**config.mk**
```make
export PLATFORM = sky130hd
export DESIGN_NAME = prc_reset_ctrl
export DESIGN_NICKNAME = d
export VERILOG_FILES = /design/src/core/prc_pkg.sv /design/src/core/prc_reset_ctrl.sv
export SDC_FILE = /design/constraint.sdc
export NUM_CORES = 1
export LEC_CHECK = 0
export ABC_AREA = 1
export BUFFER_PORTS_ARGS = -buffer_cell sky130_fd_sc_hd__buf_2
export CORE_ASPECT_RATIO = 2
export CORE_MARGIN = 2
export CORE_UTILIZATION = 47
export CTS_CLUSTER_SIZE = 24
export DETAILED_ROUTE_END_ITERATION = 8
export PLACE_DENSITY = 0.91
export SLEW_MARGIN = 20
export SYNTH_ARGS = -nofsm -noshare
export SYNTH_HDL_FRONTEND = slang
export SYNTH_SLANG_ARGS = --single-unit
```
**constraint.sdc**
```tcl
create_clock -name CLK -period 2.1 [get_ports CLK]
set_clock_uncertainty 0.2 [all_clocks]
set_input_delay 0 -clock CLK [delete_from_list [all_inputs] [get_ports CLK]]
set_output_delay 0 -clock CLK [all_outputs]
set_load 0.05 [all_outputs]
```
**src/core/prc_pkg.sv**
```systemverilog
// package for the reset and suspend control block
package prc_pkg;
  localparam int PRC_NUM_OUT = 8;
  localparam int PRC_CFG_W = 8;
  localparam int PRC_STICKY_W = 8;
  localparam logic [PRC_CFG_W-1:0] PRC_CFG_RST = 8'h00;
  localparam logic [PRC_STICKY_W-1:0] PRC_STICKY_RST = 8'h00;
  localparam logic [PRC_NUM_OUT-1:0] PRC_OUT_RST = 8'h00;
  // positions of the platform pins inside the synchroniser word
  localparam int PRC_SYNC_W = 3;
  localparam int PRC_SYNC_GLOBAL_RESET_IN = 0;
  localparam int PRC_SYNC_PCI_BUS_RESET_IN = 1;
  localparam int PRC_SYNC_SUSP = 2;

  typedef enum logic [2:0] {
    PRC_ST_GLOBAL = 3'b001,
    PRC_ST_BUSRST = 3'b010,
    PRC_ST_RUN    = 3'b100
  } prc_state_e;

  // outputs with their enables travel together
  typedef struct packed {
    logic [PRC_NUM_OUT-1:0] data;
    logic [PRC_NUM_OUT-1:0] oe;
  } prc_pins_s;

  // register write request from the function logic
  typedef struct packed {
    logic cfg_we;
    logic [PRC_CFG_W-1:0] cfg_wdata;
    logic sticky_we;
    logic [PRC_STICKY_W-1:0] sticky_wdata;
  } prc_wr_s;
endpackage : prc_pkg

```
**src/core/prc_reset_ctrl.sv**
```systemverilog
// reset and suspend control for the card controller core
// Function
// - global reset floats every output and returns all registers to reset values.
// - while global reset is held the block sits fully in its default state.
// - with suspend enabled global reset floats outputs but keeps all registers.
// - bus reset floats all outputs and clears only the bus-reset register subset.
// - nothing functions while bus reset is held.
// - on bus reset release the block comes up in its default operating state.
// - suspend with bus reset keeps all register contents and floats outputs.
`timescale 1ns/1ps
module prc_reset_ctrl
  import prc_pkg::*;
(
  // clock and reset
  input wire logic CLK,
  input wire logic RST,
  // platform reset pins, asynchronous
  input wire logic GLOBAL_RESET_IN,
  input wire logic PCI_BUS_RESET_IN,
  input wire logic SUSPEND_IN,
  // function side
  input wire prc_pkg::prc_wr_s WR,
  input wire logic [PRC_NUM_OUT-1:0] FUNC_OUT,
  input wire logic [PRC_NUM_OUT-1:0] FUNC_OE,
  // status and pins
  output logic FUNC_ENABLE,
  output logic [PRC_CFG_W-1:0] CFG_Q,
  output logic [PRC_STICKY_W-1:0] STICKY_Q,
  output prc_pkg::prc_pins_s PINS
);
  import prc_pkg::*;

  // limitation: the pins reach the logic two edges after they move, so a reset
  // pulse shorter than one clock period may be missed entirely

  // synchroniser stages for the three platform pins
  logic [PRC_SYNC_W-1:0] sync1_ff;
  logic [PRC_SYNC_W-1:0] nxt_sync1;
  logic [PRC_SYNC_W-1:0] sync2_ff;
  logic [PRC_SYNC_W-1:0] nxt_sync2;

  // qualified reset and suspend levels
  logic global_reset_in;
  logic pci_bus_reset_in;
  logic susp;
  logic any_rst;

  // control state
  prc_state_e state_ff;
  prc_state_e nxt_state;
  // write gate, high only when a write may land
  logic run_ok;

  // register contents and their update requests
  logic [PRC_CFG_W-1:0] cfg_ff;
  logic [PRC_CFG_W-1:0] nxt_cfg;
  logic [PRC_STICKY_W-1:0] sticky_ff;
  logic [PRC_STICKY_W-1:0] nxt_sticky;
  logic cfg_clr;
  logic sticky_clr;
  logic cfg_wr;
  logic sticky_wr;

  // pin drivers
  prc_pins_s pins_ff;
  prc_pins_s nxt_pins;
  logic pin_drive;

  // sample on edge
  // the pins are asynchronous to CLK, so two stages guard against metastability
  always_comb begin
    nxt_sync1 = '0;
    nxt_sync1[PRC_SYNC_GLOBAL_RESET_IN] = GLOBAL_RESET_IN;
    nxt_sync1[PRC_SYNC_PCI_BUS_RESET_IN] = PCI_BUS_RESET_IN;
    nxt_sync1[PRC_SYNC_SUSP] = SUSPEND_IN;
    nxt_sync2 = sync1_ff;
  end

  always_ff @(posedge CLK) begin
    sync1_ff <= nxt_sync1;
    sync2_ff <= nxt_sync2;
  end

  assign global_reset_in = sync2_ff[PRC_SYNC_GLOBAL_RESET_IN] | RST;
  assign pci_bus_reset_in = sync2_ff[PRC_SYNC_PCI_BUS_RESET_IN];
  // RST is the power-on reset and is never shielded by suspend
  assign susp = sync2_ff[PRC_SYNC_SUSP] & ~RST;
  assign any_rst = global_reset_in | pci_bus_reset_in;

  // default on release
  // global reset outranks bus reset when both are held
  always_comb begin
    nxt_state = state_ff;
    case (state_ff)
      PRC_ST_GLOBAL: begin
        // leave only once the global reset has fallen
        nxt_state = PRC_ST_GLOBAL;
        if (!global_reset_in && pci_bus_reset_in) begin
          nxt_state = PRC_ST_BUSRST;
        end else if (!global_reset_in) begin
          nxt_state = PRC_ST_RUN;
        end
      end
      PRC_ST_BUSRST: begin
        // global reset may still arrive on top of a bus reset
        nxt_state = PRC_ST_BUSRST;
        if (global_reset_in) begin
          nxt_state = PRC_ST_GLOBAL;
        end else if (!pci_bus_reset_in) begin
          nxt_state = PRC_ST_RUN;
        end
      end
      PRC_ST_RUN: begin
        nxt_state = PRC_ST_RUN;
        if (global_reset_in) begin
          nxt_state = PRC_ST_GLOBAL;
        end else if (pci_bus_reset_in) begin
          nxt_state = PRC_ST_BUSRST;
        end
      end
      default: begin
        // an unknown or illegal code falls back to the safe state
        nxt_state = PRC_ST_GLOBAL;
      end
    endcase
  end

  always_ff @(posedge CLK) begin
    state_ff <= nxt_state;
  end

  // writes refused
  // a reset already through the synchroniser blocks a write before the state shows it
  always_comb begin
    run_ok = 1'h0;
    case (state_ff)
      PRC_ST_RUN: begin
        run_ok = ~any_rst;
      end
      PRC_ST_GLOBAL: begin
        run_ok = 1'h0;
      end
      PRC_ST_BUSRST: begin
        run_ok = 1'h0;
      end
      default: begin
        run_ok = 1'h0;
      end
    endcase
  end

  assign cfg_wr = run_ok & WR.cfg_we;
  assign sticky_wr = run_ok & WR.sticky_we;

  // suspend keeps contents
  // sticky stands for event context, so only a global reset may clear it
  always_comb begin
    cfg_clr = 1'h0;
    sticky_clr = 1'h0;
    if (global_reset_in) begin
      cfg_clr = ~susp;
      sticky_clr = ~susp;
    end else if (pci_bus_reset_in) begin
      cfg_clr = ~susp;
    end
  end

  // a clear outranks a write landing in the same cycle
  always_comb begin
    nxt_cfg = cfg_ff;
    nxt_sticky = sticky_ff;
    if (cfg_wr) begin
      nxt_cfg = WR.cfg_wdata;
    end
    if (sticky_wr) begin
      nxt_sticky = WR.sticky_wdata;
    end
    if (cfg_clr) begin
      nxt_cfg = PRC_CFG_RST;
    end
    if (sticky_clr) begin
      nxt_sticky = PRC_STICKY_RST;
    end
  end

  always_ff @(posedge CLK) begin
    cfg_ff <= nxt_cfg;
  end

  always_ff @(posedge CLK) begin
    sticky_ff <= nxt_sticky;
  end

  // pins follow the function only in run state with both resets clear
  // suspend only shields registers; the pins float just the same
  assign pin_drive = ~any_rst & (state_ff == PRC_ST_RUN);

  // outputs float
  // a released pad has its data parked low so nothing toggles behind it
  for (genvar i = 0; i < PRC_NUM_OUT; i++) begin : g_pin
    // one slice per pad
    assign nxt_pins.data[i] = pin_drive ? FUNC_OUT[i] : PRC_OUT_RST[i];
    assign nxt_pins.oe[i] = pin_drive ? FUNC_OE[i] : PRC_OUT_RST[i];
  end

  // registered so the pads never see a glitch from the decode
  always_ff @(posedge CLK) begin
    pins_ff <= nxt_pins;
  end

  assign FUNC_ENABLE = (state_ff == PRC_ST_RUN);
  assign CFG_Q = cfg_ff;
  assign STICKY_Q = sticky_ff;
  assign PINS = pins_ff;
endmodule : prc_reset_ctrl

```
==> results of run 1 <==
[final cells by class]
class,instances,area share [%]
repair buffers,126,37.0
flip-flops and latches,41,33.6
well taps,30,1.54
multi-input cells,96,18.7
inverters,36,5.54
clock buffers,7,3.54
[worst max-delay path by stage]
stage	depth (start not counted)	startpoint	end	slack, ps
after floorplan	7	state_ff[1]	CFG_Q[3]	820
after global placement	5	state_ff[1]	PINS[9]	630
after detailed placement	5	state_ff[1]	PINS[0]	550
after CTS	9	RST	STICKY_Q[3]	60
after global routing	7	state_ff[1]	STICKY_Q[0]	-8
final	7	state_ff[1]	STICKY_Q[0]	90
[kinds of logic after synthesis]
logic type / synth area share (%)
simple gates: 22.1
buf+inv: 13.8
compound gates: 6.97
flops: 57.1
[cell usage after synthesis (all sizes together)]
library cell,n
inv,36
o21ai,2
buf,6
a21oi,18
nor2,37
nand3,16
nand2,20
dfxtp,41
clkbuf,2
[sequential cells by signal, summed over array words and instances, names as in the netlist]
signal     cells
sync2_ff       3
STICKY_Q       8
PINS          16
nxt_sync2      3
CFG_Q          8
state_ff       3
[what timing repair did]
| item | in CTS | in global routing |
|---|---|---|
| resized for setup | 0 | 1 |
| endpoints found under the setup margin | 0 | 16 |
| hold buffers | 54 | 0 |
| buffers inserted | 0 | 1 |
| endpoints found under the hold margin | 38 | 0 |
[per-stage QoR]
stage	hold WS [ps]	instances	power (mW)
floorplan	-172	178	0.855
global placement	-97.1	271	0.893
detailed placement	-96.4	271	0.896
CTS	131	332	1.44
global route	144	336	1.50
finish	131	336	1.46
[power groups by stage]
stage                     logic, mW  clock network [mW]  registers, mW
after floorplan              0.0449                   0          0.810
after global placement       0.0848                   0          0.808
after detailed placement     0.0870                   0          0.809
after CTS                     0.142               0.511          0.791
after global routing          0.168               0.536          0.792
final                         0.155               0.509          0.792
[layer usage]
| layer | up-vias | track usage, % | share of wire (%) |
|---|---|---|---|
| li1 | 787 | - | - |
| met1 | 759 | 24.3 | 30 |
| met2 | 69 | 54.6 | 59 |
| met3 | 16 | 8.26 | 6.6 |
| met4 | 0 | 16.1 | 4.0 |
| met5 | - | 0 | 0 |
==> results_dict.tcl, run 1 <==
set metrics [dict create \
    cts_root_buf "clkbuf_8" \
    grt_start_max_net_pins 34 \
    final_hold_viol_count 0 \
    fin_setup_tns_ps 0 \
    setup_viol 0 \
    p_seq_share_pct 54.4 \
    p_comb_share_pct 10.6 \
    syn_inst 178 \
    period_share_pct 95.9 \
    grt_pass1_vias 1570 \
    net-switching-power_mw 0.322 \
    area_delta_synth_final_pct 69.9 \
    power_density_nw_per_um2 596 \
    io_pins 72 \
    wirelength_mm 4.95 \
    tightest_slew_ps 627 \
    grt_pass1_wl_mm 7.11 \
    place_ws_ps 550 \
    wl_per_cell_um 14.7 \
    path_clk_slew_ps 70 \
    ir_worst_vdd_v 0.000681 \
    design_area_um2 2440 \
    drtIter0Drc 25 \
    switching_share_pct 22.1 \
    hpwl_mm 2.08 \
    worstHoldEndpoint "sync2_ff[1]" \
    antenna_found_initial 0 \
    layout.nets 345 \
    yosysTopAreaCell "dfxtp_1" \
    start_util_pct 48.8 \
    maxSlewViolCount 0 \
    r2r_slack_ps 90 \
    min_period_ps 2010 \
    avgSynthCellArea_um2 8.07 \
    multiInputGateArea_um2 457 \
    whs_path_depth 0 \
    cts_tree "done" \
    layout_commonest_cell "buf_2" \
    syn-cell-area_um2 1440 \
    clk_path_buf_depth 2 \
    die_area_um2 3540 \
    port_buffers 71 \
    rows 28 \
    reg2reg_depth 7 \
    reg2reg_to "STICKY_Q[0]" \
    ys_types 15 \
    grt-ovfl-total 0 \
    layout_common_cells "71 x buf_2, 54 x dlygate4sd3_1, 41 x dfxtp_1" \
    ys_seq_elements 41 \
    critPathTopFamily "simple AND/OR/NAND/NOR gates" \
    synth_top_area_share_pct 57.1 \
    hold_path_class "reg -> reg" \
    yosys-top-cells-area "dfxtp_1 57%, inv_1 9.1%, nor2_1 9.1%" \
    numClockSinks 41 \
    chipHeight_um 82.2 \
    drive_above_1_share_pct 28.1 \
    post-route-util_pct 82.9 \
    critPathMaxStageDelay_ps 560 \
    synth_nets 217 \
    path_cells "nor2_1 > nand2_2 > nor2_4 > nand3_1 > dlygate4sd3_1 > nand2_1 > nor2_1" \
    relSlewSlack_pct 58.2 \
    cts_max_level 2 \
    numCtsBuffers 5 \
    seq_area_frac_synth_pct 57.1 \
    core_area_um2 2940 \
    crit_path_end_kind "register" \
    worstSetupStartpointType "register" \
    diodes 0 \
    ys_warn_count 0 \
    max-cap-violations 0 \
    place_area_um2 1770 \
    worst_path_max_delay_cell "dlygate4sd3_1" \
    route.detailed.drc 0 \
    vias_per_cell 4.85 \
    ff_latch_area_um2 821 \
    fin_ws_ps 86.3 \
    place_congestion 0.670 \
    cp_max_fo 8 \
    fillerInstances 168 \
    crit_top_cell "nor2_1" \
    min-delay-start "nxt_sync2[1]" \
    drt-pass1-iter-count 4 \
    drtAntennaViolNets 0 \
    power.leakage_nw 1.26 \
    cp.required_ps 2090 \
    crit_type "reg -> reg" \
    grt_usage_pct 28.2 \
    p_int_mw 1.13 \
    vias 1631 \
    arrival_ps 2000 \
    fmax_ghz 0.497 \
    chipWidth_um 43.1 \
    run_status "completed" \
    timing.rr.start "state_ff[1]" \
    cp_num_buf_inv 1 \
    clkPwrFrac_pct 35.0 \
    clk_latency_ps 290 \
]
Note: power is estimated with default switching activity, not from simulation.
==> run 2, diff against run 1 <==
ABC_AREA = unset   (was 1)
PLACE_DENSITY = 0.92   (was 0.91)
==> results_dict.tcl, run 2 <==
set metrics [dict create \
    maxSlewViolCount 0 \
    grt-ovfl-total 0 \
    synth_mux_area_share_pct 13.0 \
    synth_top_family_by_area "simple AND/OR/NAND/NOR gates" \
    path_clk_slew_ps 80 \
    fin_setup_tns_ps 0 \
    power_density_nw_per_um2 618 \
    cp.required_ps 2080 \
    synth_top_area_share_pct 59.2 \
    yosys_most_used_dff "dfxtp_1" \
    port_buffers 71 \
    fillerInstances 170 \
    chipHeight_um 80.8 \
    ff_latch_area_um2 825 \
    core_area_um2 2770 \
    hold_path_class "in -> reg" \
    grt_usage_pct 24.6 \
    numClockSinks 41 \
    final_hold_viol_count 0 \
    grt_pass1_vias 1289 \
    drtAntennaViolNets 0 \
    layout_commonest_cell "buf_2" \
    ys_seq_elements 41 \
    vias_per_cell 4.81 \
    cts_max_level 2 \
    arrival_ps 2010 \
    rows 27 \
    synth_nets 147 \
    yosysTopAreaCell "dfxtp_1" \
    drive_above_1_share_pct 46.3 \
    start_util_pct 50.1 \
    synth_edf_count 0 \
    avgSynthCellArea_um2 12.8 \
    layout_common_cells "71 x buf_2, 44 x dlygate4sd3_1, 38 x dfxtp_1" \
    largest_reg_flops 16 \
    synthAdderAreaFrac_pct 0 \
    cts_root_buf "clkbuf_8" \
    worstSetupStartpointType "register" \
    tightest_slew_ps 551 \
    syn-cell-area_um2 1390 \
    max-cap-violations 0 \
    power.leakage_nw 1.24 \
    drt-pass1-iter-count 4 \
    rsz0062_at_grt "no" \
    layout.nets 267 \
    period_share_pct 96.9 \
    vias 1242 \
    fmax_ghz 0.491 \
    wl_per_cell_um 15.4 \
    seq_area_frac_synth_pct 59.2 \
    synth-compound-area-share_pct 1.44 \
    hpwl_mm 2.33 \
    cp_max_fo 8 \
    ys_warn_count 0 \
    finalNonFillerCells 258 \
    synth_simple_gate_area_share_pct 23.4 \
    drtIter0Drc 11 \
    numCtsBuffers 5 \
    wirelength_mm 3.98 \
    relSlewSlack_pct 63.2 \
    chipWidth_um 42.4 \
    run_status "completed" \
    place_congestion 0.703 \
    ir_worst_vdd_v 0.000815 \
    area_delta_synth_final_pct 66.5 \
    clk_path_buf_depth 2 \
    route.detailed.drc 0 \
    diodes 0 \
    io_pins 72 \
    crit_type "reg -> reg" \
    cts_tree "done" \
    dp.cells 205 \
    min_period_ps 2040 \
    antenna_found_initial 0 \
    total_power_mw 1.43 \
    synthArstFlopShare_pct 0 \
    netlist_top_cells_count "41 x dfxtp_1, 16 x and3_1, 16 x mux2_2" \
    synth_xor_area_share_pct 0.631 \
    yosys-top-cells-area "dfxtp_1 59%, mux2_2 13%, and3_1 7.2%" \
    die_area_um2 3430 \
    multiInputGateArea_um2 538 \
    clk_latency_ps 290 \
    syn_inst 108 \
    setup_viol 0 \
    crit_path_end_kind "register" \
    synth_most_common_cell "dfxtp_1" \
    grt_pass1_wl_mm 6.16 \
    ys_types 18 \
    grt_start_max_net_pins 20 \
]
==> run 2: cell types whose count changed after synthesis, moves of 3 or more <==
cell | before | now
buf_6 | 4 | 1
nand2_1 | 18 | 0
mux2_2 | 0 | 16
inv_1 | 35 | 1
and3b_1 | 0 | 8
nor2_1 | 35 | 3
a21oi_1 | 18 | 0
nor3b_1 | 0 | 9
nand3_1 | 16 | 0
and3_1 | 0 | 16
==> run 2: logic make-up after synthesis <==
logic type      after synthesis
flops                        41
xor+xnor                      1
simple gates                 41
mux                          16
buf+inv                       6
compound gates                3
==> run 2: timing repair <==
item / in CTS / in global routing
resized for setup: 0 / 4
setup buffers: 0 / 1
setup endpoints to repair: 0 / 5
hold buffers: 44 / 0
endpoints found under the hold margin: 35 / 0
==> run 2: final cells by class <==
class	count	share of cell area [%]
clock inverters	3	0.920
flip-flops and latches	41	35.7
clock buffers	5	2.98
well taps	29	1.57
inverters	1	0.162
multi-input cells	61	23.3
repair buffers	118	35.4
==> run 2: where the power goes <==
group	switching, mW	internal [mW]
combinational	0.0447	0.0803
sequential	0.00864	0.787
clock	0.272	0.235
total	0.325	1.10
==> run 2: metrics by stage <==
| step | setup slack (ps) | area (um2) | hold WS, ps | utilization, % |
|---|---|---|---|---|
| 2_1_floorplan | 560 | 1390 | -172 | - |
| 3_3_place_gp | 551 | 1770 | -97.3 | 63.7 |
| 3_5_place_dp | 478 | 1770 | -96.4 | 63.7 |
| 4_1_cts | 73.9 | 2300 | 69.4 | 82.9 |
| 5_1_grt | 2.17 | 2310 | 84.0 | 83.4 |
| 6_report | 64.8 | 2310 | 43.1 | 83.4 |
==> run 2: worst max-delay path, stage by stage, from the launching register on <==
cell and delay [ps]:
dfxtp_2 350, nor3b_4 320, nand3_4 190, mux2_2 310, dlygate4sd3_1 560
==> run 2: routing by layer <==
| metal | track usage, % | vias up | share of wire, % |
|---|---|---|---|
| met5 | 0 | - | 0 |
| met4 | 13.8 | 0 | 2.7 |
| met3 | 4.22 | 8 | 3.6 |
| met2 | 46.6 | 40 | 60 |
| met1 | 24.4 | 577 | 33 |
| li1 | - | 617 | - |
==> run 2: worst paths after layout <==
| kind | cells past startpoint | slack [ps] | start | end |
|---|---|---|---|---|
| max | 4 | 60 | state_ff[0] | CFG_Q[7] |
| min | 3 | 40 | RST | state_ff[0] |
| max reg2reg | 4 | 60 | state_ff[0] | CFG_Q[7] |
| min reg2reg | 0 | 130 | nxt_sync2[1] | sync2_ff[1] |
